===== config.mk =====
export PLATFORM = sky130hd
export DESIGN_NAME = sps_rx
export DESIGN_NICKNAME = d
export VERILOG_FILES = /design/src/verilog/sps_pkg.sv /design/src/verilog/sps_rx.sv /design/src/verilog/sps_sync.sv
export SDC_FILE = /design/constraint.sdc
export NUM_CORES = 1
export LEC_CHECK = 0
export BUFFER_PORTS_ARGS = -buffer_cell sky130_fd_sc_hd__clkbuf_2
export CAP_MARGIN = 20
export CORE_MARGIN = 2
export CORE_UTILIZATION = 47
export DETAILED_ROUTE_END_ITERATION = 10
export HOLD_SLACK_MARGIN = 0.1
export PLACE_DENSITY = 0.74
export SYNTH_ARGS = -nofsm -noshare
export SYNTH_HDL_FRONTEND = slang
export SYNTH_SLANG_ARGS = --single-unit

===== constraint.sdc =====
create_clock -name sys_clk -period 2.1 [get_ports sys_clk]
set_input_delay 0.63 -clock sys_clk [delete_from_list [all_inputs] [get_ports sys_clk]]
set_output_delay 0.63 -clock sys_clk [all_outputs]
set_load 0.03 [all_outputs]

===== src/verilog/sps_pkg.sv =====
package sps_pkg;
  // Register byte offsets
  localparam logic [7:0] REG_BUF = 8'h00;
  localparam logic [7:0] REG_STAT = 8'h04;
  localparam logic [7:0] REG_CTRL = 8'h08;
  localparam logic [7:0] REG_OWN = 8'h0c;
  localparam logic [7:0] REG_ISTAT = 8'h10;
  localparam logic [7:0] REG_IMASK = 8'h14;
  // Status register fields
  localparam int ST_FULL = 0;
  localparam int ST_RW = 1;
  localparam int ST_ACKT = 2;
  localparam int ST_BUSY = 3;
  // Control register fields
  localparam int CT_EN = 0;
  localparam int CT_STRETCH = 1;
  localparam int CT_RELEASE = 2;
  localparam int CT_AHOLD = 3;
  localparam int CT_DHOLD = 4;
  localparam int CT_OVWR = 5;
  localparam int CT_ACKVAL = 6;
  localparam int CT_STARTIE = 7;
  localparam int CT_STOPIE = 8;
  localparam int CTRL_W = 9;
  localparam logic [8:0] CTRL_RST = 9'h004;
  // Event status fields, write one to clear
  localparam int EV_IRQ = 0;
  localparam int EV_COLL = 1;
  localparam int EV_OVF = 2;
  localparam int EV_START = 3;
  localparam int EV_STOP = 4;
  localparam int EV_W = 5;
  localparam logic [4:0] EV_RST = 5'h00;
  localparam logic [4:0] MASK_RST = 5'h00;
  // Own address reset value
  localparam logic [6:0] OWN_RST = 7'h00;
  localparam logic [3:0] BITS_PER_BYTE = 4'h8;
  // Receive sequencer, Gray coded along idle, shift, ack
  typedef enum logic [1:0] {
    SPS_IDLE = 2'b00,
    SPS_SHIFT = 2'b01,
    SPS_ACK = 2'b11,
    SPS_WAIT = 2'b10
  } sps_state_t;
endpackage


===== src/verilog/sps_rx.sv =====
// Added by the designer: the AHB-Lite slave port and the placing of the registers.
`timescale 1ns/100ps
module sps_rx (
  // Clock and reset
  input wire logic sys_clk,
  input wire logic sys_rst,
  // AHB-Lite slave
  input wire logic hsel,
  input wire logic [31:0] haddr,
  input wire logic [1:0] htrans,
  input wire logic hwrite,
  input wire logic [2:0] hsize,
  input wire logic [31:0] hwdata,
  input wire logic hready,
  output logic [31:0] hrdata,
  output logic hreadyout,
  output logic hresp,
  // Two-wire bus pins
  input wire logic scl_in,
  output logic scl_out,
  output logic scl_oe,
  input wire logic sda_in,
  output logic sda_out,
  output logic sda_oe,
  // Interrupt
  output logic irq
);
  sps_pkg::sps_state_t state_ff;
  logic scl_s, sda_s, scl_d_ff, sda_d_ff;
  logic [7:0] shift_ff, serial_buffer_ff;
  logic [3:0] cnt_ff;
  logic is_addr_ff, ack_low_ff, hold_wait_ff, scl_hold_ff;
  logic buffer_full_ff, rw_ind_ff, ack_time_ff;
  logic [sps_pkg::CTRL_W-1:0] ctrl_ff;
  logic [6:0] own_ff;
  logic [sps_pkg::EV_W-1:0] ev_ff, mask_ff, ev_set;
  logic [7:0] addr_ff;
  logic wr_ff, dph_ff, rdy_ff;
  logic [31:0] rdata_ff;
  logic scl_rise, scl_fall, start_det, stop_det;
  logic byte_done, ack_done, hold_mode, addr_match, overflow, accept, load;
  logic hold_hit;
  logic bus_wr, rd_buf, buf_wr, ctl_wr, busy, hw_release_clr;

  // Two flops on the pins before any logic sees them
  sps_sync #(.W(2)) u_sync (
    .sys_clk(sys_clk),
    .sys_rst(sys_rst),
    .async_in({scl_in, sda_in}),
    .sync_out({scl_s, sda_s})
  );

  always_ff @(posedge sys_clk) begin
    if (sys_rst) begin
      scl_d_ff <= 1'b1;
      sda_d_ff <= 1'b1;
    end else begin
      scl_d_ff <= scl_s;
      sda_d_ff <= sda_s;
    end
  end

  assign scl_rise = scl_s & ~scl_d_ff;
  assign scl_fall = ~scl_s & scl_d_ff;
  assign start_det = ctrl_ff[sps_pkg::CT_EN] & scl_s & scl_d_ff & sda_d_ff & ~sda_s;
  assign stop_det = ctrl_ff[sps_pkg::CT_EN] & scl_s & scl_d_ff & ~sda_d_ff & sda_s;

  assign byte_done = (state_ff == sps_pkg::SPS_SHIFT) && scl_fall
    && (cnt_ff == sps_pkg::BITS_PER_BYTE);
  assign ack_done = (state_ff == sps_pkg::SPS_ACK) && scl_fall && !hold_wait_ff;
  assign hold_mode = is_addr_ff ? ctrl_ff[sps_pkg::CT_AHOLD] : ctrl_ff[sps_pkg::CT_DHOLD];
  assign addr_match = (shift_ff[7:1] == own_ff) && !shift_ff[0];
  assign overflow = buffer_full_ff | ev_ff[sps_pkg::EV_OVF];
  assign accept = (!overflow || ctrl_ff[sps_pkg::CT_OVWR])
    && (addr_match || !is_addr_ff);
  assign load = byte_done && accept;
  // Only a matching address or a data byte may hold the bus
  assign hold_hit = byte_done && hold_mode && (addr_match || !is_addr_ff);
  assign busy = state_ff != sps_pkg::SPS_IDLE;

  // Receive sequencer
  always_ff @(posedge sys_clk) begin
    if (sys_rst || !ctrl_ff[sps_pkg::CT_EN]) begin
      state_ff <= sps_pkg::SPS_IDLE;
      cnt_ff <= 4'h0;
      is_addr_ff <= 1'b0;
    end else if (stop_det) begin
      state_ff <= sps_pkg::SPS_IDLE;
    end else if (start_det) begin
      state_ff <= sps_pkg::SPS_SHIFT;
      cnt_ff <= 4'h0;
      is_addr_ff <= 1'b1;
    end else begin
      unique case (state_ff)
        sps_pkg::SPS_SHIFT: begin
          if (scl_rise && cnt_ff != sps_pkg::BITS_PER_BYTE) begin
            cnt_ff <= cnt_ff + 4'h1;
          end else if (byte_done) begin
            // Foreign address: sit out until next start or stop
            if (is_addr_ff && !addr_match) begin
              state_ff <= sps_pkg::SPS_WAIT;
            end else begin
              state_ff <= sps_pkg::SPS_ACK;
            end
          end
        end
        sps_pkg::SPS_ACK: begin
          if (ack_done) begin
            cnt_ff <= 4'h0;
            is_addr_ff <= 1'b0;
            state_ff <= ack_low_ff ? sps_pkg::SPS_SHIFT : sps_pkg::SPS_WAIT;
          end
        end
        sps_pkg::SPS_IDLE, sps_pkg::SPS_WAIT: begin
        end
      endcase
    end
  end

  // Serial data in, most significant bit first
  always_ff @(posedge sys_clk) begin
    if (sys_rst) begin
      shift_ff <= 8'h00;
    end else if (state_ff == sps_pkg::SPS_SHIFT && scl_rise) begin
      shift_ff <= {shift_ff[6:0], sda_s};
    end
  end

  // Acknowledge decision and release wait
  always_ff @(posedge sys_clk) begin
    if (sys_rst) begin
      ack_low_ff <= 1'b0;
      hold_wait_ff <= 1'b0;
    end else if (byte_done) begin
      hold_wait_ff <= hold_hit;
      ack_low_ff <= !hold_mode && accept;
    end else if (hold_wait_ff && ctrl_ff[sps_pkg::CT_RELEASE]) begin
      hold_wait_ff <= 1'b0;
      ack_low_ff <= !ctrl_ff[sps_pkg::CT_ACKVAL];
    end else if (ack_done || start_det || stop_det) begin
      ack_low_ff <= 1'b0;
      hold_wait_ff <= 1'b0;
    end
  end

  // Clock stays held one cycle past the release, so the ack level leads the rising clock
  always_ff @(posedge sys_clk) begin
    if (sys_rst) begin
      scl_hold_ff <= 1'b0;
    end else begin
      scl_hold_ff <= hold_wait_ff;
    end
  end

  always_ff @(posedge sys_clk) begin
    if (sys_rst) begin
      ack_time_ff <= 1'b0;
    end else if (hold_hit) begin
      ack_time_ff <= 1'b1;
    end else if (ack_done || stop_det) begin
      ack_time_ff <= 1'b0;
    end
  end

  always_ff @(posedge sys_clk) begin
    if (sys_rst) begin
      rw_ind_ff <= 1'b0;
    end else if (byte_done && is_addr_ff && shift_ff[7:1] == own_ff) begin
      // Own address with the read bit is refused but still reported
      rw_ind_ff <= shift_ff[0];
    end
  end

  // Bus side
  assign bus_wr = dph_ff & wr_ff;
  assign rd_buf = dph_ff & ~wr_ff & (addr_ff == sps_pkg::REG_BUF);
  assign buf_wr = bus_wr & (addr_ff == sps_pkg::REG_BUF);
  assign ctl_wr = bus_wr & (addr_ff == sps_pkg::REG_CTRL);

  always_ff @(posedge sys_clk) begin
    if (sys_rst) begin
      dph_ff <= 1'b0;
      rdy_ff <= 1'b1;
      wr_ff <= 1'b0;
      addr_ff <= 8'h00;
    end else if (hsel && htrans[1] && hready) begin
      dph_ff <= 1'b1;
      rdy_ff <= 1'b0;
      wr_ff <= hwrite;
      addr_ff <= haddr[7:0];
    end else begin
      dph_ff <= 1'b0;
      rdy_ff <= 1'b1;
    end
  end

  // Received byte wins over a colliding bus write
  always_ff @(posedge sys_clk) begin
    if (sys_rst) begin
      serial_buffer_ff <= 8'h00;
    end else if (load) begin
      serial_buffer_ff <= shift_ff;
    end else if (buf_wr && !busy && !ev_ff[sps_pkg::EV_COLL]) begin
      serial_buffer_ff <= hwdata[7:0];
    end
  end

  // Set wins over a read in the same cycle
  always_ff @(posedge sys_clk) begin
    if (sys_rst) begin
      buffer_full_ff <= 1'b0;
    end else begin
      buffer_full_ff <= load | (buffer_full_ff & ~rd_buf);
    end
  end

  // Hardware clears the release bit; a same-cycle software write wins
  assign hw_release_clr = hold_hit
    || (ack_done && ack_low_ff && ctrl_ff[sps_pkg::CT_STRETCH]);

  always_ff @(posedge sys_clk) begin
    if (sys_rst) begin
      ctrl_ff <= sps_pkg::CTRL_RST;
      own_ff <= sps_pkg::OWN_RST;
      mask_ff <= sps_pkg::MASK_RST;
    end else begin
      if (ctl_wr) begin
        ctrl_ff <= hwdata[sps_pkg::CTRL_W-1:0];
      end else if (hw_release_clr) begin
        ctrl_ff[sps_pkg::CT_RELEASE] <= 1'b0;
      end
      if (bus_wr && addr_ff == sps_pkg::REG_OWN) begin
        own_ff <= hwdata[6:0];
      end
      if (bus_wr && addr_ff == sps_pkg::REG_IMASK) begin
        mask_ff <= hwdata[sps_pkg::EV_W-1:0];
      end
    end
  end

  always_comb begin
    ev_set = '0;
    ev_set[sps_pkg::EV_IRQ] = (load && !hold_mode)
      || hold_hit
      || (ack_done && ack_low_ff && hold_mode)
      || (start_det && ctrl_ff[sps_pkg::CT_STARTIE])
      || (stop_det && ctrl_ff[sps_pkg::CT_STOPIE]);
    ev_set[sps_pkg::EV_COLL] = buf_wr && (busy || ev_ff[sps_pkg::EV_COLL]);
    ev_set[sps_pkg::EV_OVF] = byte_done && overflow && !ctrl_ff[sps_pkg::CT_OVWR]
      && (addr_match || !is_addr_ff);
    ev_set[sps_pkg::EV_START] = start_det;
    ev_set[sps_pkg::EV_STOP] = stop_det;
  end

  // Sticky events: set wins over write-one-to-clear
  always_ff @(posedge sys_clk) begin
    if (sys_rst) begin
      ev_ff <= sps_pkg::EV_RST;
    end else if (bus_wr && addr_ff == sps_pkg::REG_ISTAT) begin
      ev_ff <= (ev_ff & ~hwdata[sps_pkg::EV_W-1:0]) | ev_set;
    end else begin
      ev_ff <= ev_ff | ev_set;
    end
  end

  // The shift register has no address of its own
  always_ff @(posedge sys_clk) begin
    if (sys_rst) begin
      rdata_ff <= 32'h0000_0000;
    end else if (dph_ff && !wr_ff) begin
      unique case (addr_ff)
        sps_pkg::REG_BUF: rdata_ff <= {24'h000000, serial_buffer_ff};
        sps_pkg::REG_STAT: rdata_ff <= {28'h0000000, busy, ack_time_ff, rw_ind_ff,
          buffer_full_ff};
        sps_pkg::REG_CTRL: rdata_ff <= {23'h000000, ctrl_ff};
        sps_pkg::REG_OWN: rdata_ff <= {25'h0000000, own_ff};
        sps_pkg::REG_ISTAT: rdata_ff <= {27'h0000000, ev_ff};
        sps_pkg::REG_IMASK: rdata_ff <= {27'h0000000, mask_ff};
        default: rdata_ff <= 32'h0000_0000;
      endcase
    end
  end

  assign hrdata = rdata_ff;
  assign hreadyout = rdy_ff;
  assign hresp = 1'b0;
  assign irq = |(ev_ff & mask_ff);

  // Open drain: only ever pull low; relies on the master waiting
  assign scl_out = 1'b0;
  assign scl_oe = !ctrl_ff[sps_pkg::CT_RELEASE]
    || hold_wait_ff || scl_hold_ff;
  assign sda_out = 1'b0;
  assign sda_oe = (state_ff == sps_pkg::SPS_ACK) && ack_low_ff && !hold_wait_ff;
endmodule


===== src/verilog/sps_sync.sv =====
`timescale 1ns/100ps
module sps_sync #(
  parameter int W = 2
) (
  // Clock and reset
  input wire logic sys_clk,
  input wire logic sys_rst,
  // Levels
  input wire logic [W-1:0] async_in,
  output logic [W-1:0] sync_out
);
  initial begin
    if (W < 1) $error("sps_sync: width must be at least one");
  end

  logic [W-1:0] meta_ff;
  logic [W-1:0] sync_ff;

  // Idle bus level is high on both wires
  always_ff @(posedge sys_clk) begin
    if (sys_rst) begin
      meta_ff <= '1;
      sync_ff <= '1;
    end else begin
      meta_ff <= async_in;
      sync_ff <= meta_ff;
    end
  end

  assign sync_out = sync_ff;
endmodule

* Word-level counts from Yosys, hierarchy flattened
Cells that the tools add are included.
Word-level totals: register bits after elaboration 104, latch bits 0, bits in writable memories 0, bits in read-only memories 0, input bits 76, output and inout bits 39, logic and storage cells 182, memories 0
Cells by class: $add $sub $neg 1, multipliers 0, div/mod/pow operators 0, order comparisons 0, equal/unequal tests 17, shift-type cells 0, muxes and demuxes 30, bitwise gates (word level) 28, reduce and logical (&&, ||, !) cells 80
Operators with widths (number):
- case mux 9 bit (6 select lines) | 1
- logical AND 1 bit | 36
- 2-to-1 mux 1 bit | 17
- equality test 8 x 4 -> 1 bit (second input constant) | 2
- equality test 8 x 5 -> 1 bit (second input constant) | 2
- 2-to-1 mux 8 bit | 2
- AND 1 bit | 14
- logical OR 1 bit | 14
- nonzero test 2 bit | 7
- zero test 1 bit | 13
- 2-to-1 mux 4 bit | 3
- AND reduction 4 bit | 3
- AND 5 bit | 2
- bitwise OR 5 bit | 2
- inequality test 3 bit (second input constant) | 3
- equality test 8 x 3 -> 1 bit (second input constant) | 1
- zero test 8 bit | 1
- 2-to-1 mux 2 bit | 4
- case mux 4 bit (2 select lines) | 1
- equality test 7 bit | 1
- NOT 1 bit | 7
- inequality test 2 bit (second input constant) | 3
- nonzero test 3 bit | 2
- 2-to-1 mux 5 bit | 1
- 13 further kinds | 14

* Longest topological paths before layout
depth in word-level cells 12, depth in mapped cells 7, gate-level depth less buffers 7

* Modules after synthesis
A second synthesis with hierarchy kept.
Second synthesis, totals: cell total of the unflattened synthesis 417, area, all modules 3908.7 um2
By module, submodules not included:
- sps_rx | times used 1, cells each 409, area an instance 3803.6 um2, seq. area each 1541.5 um2
- sps_sync | times used 1, cells each 8, area an instance 105.1 um2, seq. area each 80.1 um2

* Worst setup path before layout
Ideal clock, no wire load.
path type register to register, start register addr_ff[1], end register serial_buffer_ff[0], library setup time 0.134 ns, data arrival time 1.981 ns, data required time 1.966 ns, slack -0.015 ns, cell stages (with the launch flop) 7, path buffers 1, period minus slack after synthesis 2.115 ns, cells stage by stage dfxtp_1 > or4_1 > or4_4 > buf_6 > mux2_4 > a31oi_1 > a211oi_1
On the way: longest elaborated chain between the ends 5
Ends and longest elaborated chain:
- start, declared | RTL line sps_rx.sv:37 | logic [7:0] addr_ff;
- start signal, assigned | RTL line sps_rx.sv:190 | addr_ff <= haddr[7:0];
- zero test 8 bit | RTL line sps_rx.sv:177 | assign buf_wr = bus_wr & (addr_ff == sps_pkg::REG_BUF);
- AND 1 bit | RTL line sps_rx.sv:177
- logical AND 1 bit (2 in a row) | RTL line sps_rx.sv:203 | end else if (buf_wr && !busy && !ev_ff[sps_pkg::EV_COLL]) begin
- nonzero test 2 bit (no line)
- end signal, assigned | RTL line sps_rx.sv:202 | serial_buffer_ff <= shift_ff;
- end signal, assigned | RTL line sps_rx.sv:204 | serial_buffer_ff <= hwdata[7:0];
- end, declared | RTL line sps_rx.sv:30 | logic [7:0] shift_ff, serial_buffer_ff;
No other way between the ends. A chain may end at the register's enable or synchronous reset.

* Worst setup path after layout
start register addr_ff[7], end register serial_buffer_ff[1]
The elaborated chain is that of the path after synthesis.

==> reports/qor.log <==
INFO  layout         multi_input_area=2100µm²
INFO  global_routing grt_usage=22.3%
INFO  yosys          synthesis.area_per_instance=8.71µm²
INFO  worst_hold_path hold_class=register to register
INFO  floorplanning  die_w=94.6µm
INFO  timing         timing_max_transition_violations_final=0
INFO  global_routing grt_first_pass_wirelength=15,500µm
INFO  clocking       cts-buffers-inserted=9
INFO  global_routing grt_max_degree=39
INFO  power_and_ir_drop p_int=2.32mW
INFO  timing         setup_viol_count_final=7
INFO  detailed_routing vias=3,371
INFO  clocking       tritoncts_sinks=81
INFO  timing         rsz0062_at_grt=true
INFO  setup_path     worstPathCellList=or4_4 -> or4_4 -> mux2_4 -> a31oi_2 -> a211oi_1
INFO  yosys          ys_warn_count=0
INFO  yosys          synth-compound-area-share=16.1%
INFO  timing         totalNegativeSetupSlack=-0.474ns
INFO  floorplanning  chipHeight=94.6µm
INFO  global_routing antenna_found_initial=0
INFO  yosys          xor_xnor_share_of_the_synthesized_area=2.04%
INFO  yosys          synthFlopType=sky130_fd_sc_hd__dfxtp_1
INFO  setup_path     slowest_stage=sky130_fd_sc_hd__or4_4
INFO  yosys          synthesis.instances=443
INFO  power_and_ir_drop sequential_fraction_of_design_power=50.8%
INFO  place          hpwl=6820µm
INFO  place          placed_cells=587
INFO  power_and_ir_drop irDropWorstVdd=0.000349V
INFO  detailed_routing post-route-drc-count=0
INFO  setup_path     cpMostUsedCell=sky130_fd_sc_hd__or4_4
INFO  detailed_routing routedWlPerCell=15.9µm
INFO  floorplanning  fp.dieArea=8950µm²
INFO  detailed_routing vias_per_cell=5.55
INFO  yosys          yosys.area_share.simple=19.4%
INFO  layout         final_core_utilization=56.8%
INFO  yosys          synth_enable_flop_cells=0
INFO  layout         finalNonFillerCells=607
INFO  floorplanning  number_of_top_level_design_ports=115
INFO  setup_path     critical_path.n_buffers_inverters=0
INFO  layout         fillers=708
INFO  detailed_routing ant_nets=0
INFO  setup_path     crit_required=2.33ns
INFO  layout         final_nets=575
INFO  floorplanning  initial_core_utilization=47.7%
INFO  timing         hold_viol_final=0
INFO  power_and_ir_drop static_power_due_to_leakage=1.80nW
INFO  setup_path     critical_path.max_fanout=8
INFO  power_and_ir_drop clock_power_share=41.9%
INFO  floorplanning  cell_rows=33
INFO  yosys          synth_adder_area_share=0.648%
INFO  clocking       root_buffer=sky130_fd_sc_hd__clkbuf_8
INFO  job            max_cap_viol_count=0
INFO  run_status     status=finished, violations left
INFO  power_and_ir_drop sw_frac_of_total=24.2%
INFO  place          count_of_input_and_output_buffers=37
INFO  power_and_ir_drop netSwitchingPower=742µW
INFO  timing         fin_crit_sh=104%
INFO  setup_path     setup.worst_path.class=register to register
INFO  run_status     violations_in_the_final_reports=setup timing
INFO  detailed_routing initialDrtViolationCount=233
INFO  clocking       cts.reportedPaths.clkPinSlew=0.09ns
INFO  timing         finalWorstPathRequiredPeriod=2.19ns
INFO  detailed_routing detail_route.wirelength=9650µm
INFO  floorplanning  fp.coreArea=8090µm²
INFO  setup_path     cpLargestDelayFamily=simple AND/OR/NAND/NOR gates
INFO  timing         achievable-frequency=456MHz
INFO  timing         tightest_slew=0.807ns
INFO  setup_path     setup.worst_path.start_class=register
INFO  timing         timing.slew.headroom=45.9%
INFO  yosys          yosys_register_bits=81
INFO  yosys          yosysUniqueCellTypes=51
INFO  timing         final_critical_path_setup_slack=-0.0911ns
INFO  place          globalplace.congestion=0.976
INFO  setup_path     critPathArrivalTime=2.43ns
INFO  global_routing vias_in_the_first_global_route=3,231
INFO  detailed_routing drt_pre_antenna_iters=4
INFO  yosys          synth_top_family_by_area=simple AND/OR/NAND/NOR gates
INFO  layout         area.sequential=1630µm²
INFO  layout         layout_overhead_on_the_synthesized_area=19.0%
INFO  yosys          yosys-mux-area-fraction=10.5%
INFO  setup_path     timing.critical_path.slowest_cell_delay=0.61ns
INFO  power_and_ir_drop comb_power_share=7.3%
INFO  layout         drive_gt1_share=26.1%
INFO  clocking       tritoncts=built
INFO  layout         antenna-diode-count=0
INFO  clocking       h-tree-depth=3
INFO  yosys          synth_sequential_area_ratio=42.0%
INFO  place          detailedPlace.worstSlack=-0.0520ns
INFO  power_and_ir_drop pwr_density_cell=666nW/µm²
INFO  clocking       clockBufferDepth=2
INFO  global_routing globalRouteOverflowTotal=0
INFO  yosys          asyncSetResetFlopFracSynth=0%
INFO  timing         finalClockSkew=0.0158ns
INFO  clocking       worst_skew_pair.late_latency=0.36ns
INFO  clocking       hold_buffers=0
INFO  yosys          synth.cell_area=3860µm²
INFO  setup_path     cp-end-kind=register
-- synthesized netlist by cell type, drive strengths merged, types with 2 or more instances --
library cell   n  area [µm²]
dfxtp         81        1620
nor2          46         173
a21oi         39         195
buf           28         211
nand2         28         105
mux2i         22         220
clkbuf        20        75.1
nand3         20         100
inv           18        67.6
o21ai         16        80.1
mux2          12         161
or2           11        68.8
a22o           9        78.8
a31oi          9        56.3
nand2b         8        50.1
a211oi         7        52.6
xnor2          7        61.3
nor3           6        30.0
nand4          5        31.3
or3            5        31.3
a22oi          4        30.0
o22ai          4        25.0
a221oi         3        26.3
nor2b          3        18.8
or3b           3        26.3
or4            3        26.3
and2           2        12.5
ha             2        25.0
nand3b         2        15.0
o221ai         2        17.5
xor2           2        17.5
-- placed cells by master (no fill, tap or decap), types with 4 or more instances in the layout --
cell,instances
sky130_fd_sc_hd__o22ai_1,4
sky130_fd_sc_hd__dfxtp_1,74
sky130_fd_sc_hd__nor2_1,46
sky130_fd_sc_hd__a22o_1,9
sky130_fd_sc_hd__nand2_1,28
sky130_fd_sc_hd__conb_1,26
sky130_fd_sc_hd__inv_1,18
sky130_fd_sc_hd__mux2i_1,22
sky130_fd_sc_hd__a211oi_1,6
sky130_fd_sc_hd__a21oi_1,38
sky130_fd_sc_hd__nand4_1,5
sky130_fd_sc_hd__mux2_4,7
sky130_fd_sc_hd__buf_4,26
sky130_fd_sc_hd__a22oi_1,4
sky130_fd_sc_hd__or3_1,5
sky130_fd_sc_hd__nand2b_1,8
sky130_fd_sc_hd__o21ai_0,16
sky130_fd_sc_hd__xnor2_1,7
sky130_fd_sc_hd__clkbuf_8,10
sky130_fd_sc_hd__a31oi_4,4
sky130_fd_sc_hd__or2_2,11
sky130_fd_sc_hd__mux2_2,5
sky130_fd_sc_hd__clkbuf_2,36
sky130_fd_sc_hd__nor3_1,5
sky130_fd_sc_hd__dfxtp_2,7
sky130_fd_sc_hd__nand3_1,20
-- timing repair --
| action | in CTS | in global routing |
|---|---|---|
| endpoints found under the setup margin | 7 | 11 |
| gates resized for setup | 5 | 16 |
| setup buffers | 0 | 3 |
| pin swaps | 3 | 5 |
| cloned | 0 | 1 |
-- flip-flops by register name (all words and copies together), names as in the netlist --
| name | flops |
|---|---|
| shift_ff | 8 |
| mask_ff | 5 |
| sda_d_ff | 1 |
| state_ff | 2 |
| scl_d_ff | 1 |
| own_ff | 7 |
| serial_buffer_ff | 8 |
| addr_ff | 8 |
| is_addr_ff | 1 |
| cnt_ff | 4 |
| rw_ind_ff | 1 |
| hrdata | 9 |
| wr_ff | 1 |
| ack_time_ff | 1 |
| hreadyout | 1 |
| dph_ff | 1 |
| scl_hold_ff | 1 |
| buffer_full_ff | 1 |
| hold_wait_ff | 1 |
| ctrl_ff | 9 |
| ev_ff | 5 |
| u_sync.meta_ff | 2 |
| u_sync.sync_out | 2 |
| ack_low_ff | 1 |
-- power groups by stage --
| stage | clock [mW] | combinational, mW | sequential [mW] |
|---|---|---|---|
| after floorplan | 0 | 0.175 | 1.59 |
| after global placement | 0 | 0.215 | 1.59 |
| after detailed placement | 0 | 0.217 | 1.59 |
| after CTS | 1.31 | 0.220 | 1.55 |
| after global routing | 1.38 | 0.244 | 1.56 |
| final | 1.28 | 0.224 | 1.55 |
-- path summary, 6_finish.rpt --
path	start	end	slack, ns	cells after the start
max reg2reg	addr_ff[7]	serial_buffer_ff[1]	-0.09	5
min	u_sync.meta_ff[0]	u_sync.sync_out[0]	0.41	1
min reg2reg	u_sync.meta_ff[0]	u_sync.sync_out[0]	0.41	1
max	addr_ff[7]	serial_buffer_ff[1]	-0.09	5
-- area by class of cell --
| class | count | area share, % |
|---|---|---|
| Multi-Input combinational cell | 321 | 45.8 |
| Sequential cell | 81 | 35.5 |
| Timing Repair Buffer | 66 | 9.45 |
| Clock buffer | 10 | 3.00 |
| Tap cell | 105 | 2.86 |
| Clock inverter | 6 | 1.96 |
| Inverter | 18 | 1.47 |
-- logic make-up after synthesis --
logic type,count (synthesis)
AO/OA/AOI/OAI,100
XOR/XNOR,9
adder cells (fa/ha/maj),2
buffers and inverters,66
flip-flops,81
multiplexers,35
other,1
AND/OR/NAND/NOR,149
-- per-layer routing --
layer	routed length (µm)	vias to the layer above	GRT usage (%)
li1	-	1618	-
met3	654	19	4.95
met1	4150	1610	28.6
met5	0	-	0
met2	4610	124	37.3
met4	239	0	6.88
-- per-stage QoR --
stage	cell area, µm²	hold WS, ns	total power, mW
floorplan	3960	0.389	1.77
global placement	4220	0.393	1.80
detailed placement	4220	0.401	1.81
CTS	4470	0.422	3.08
global route	4590	0.446	3.18
finish	4590	0.415	3.06
Note: power is estimated with default switching activity, not from simulation.
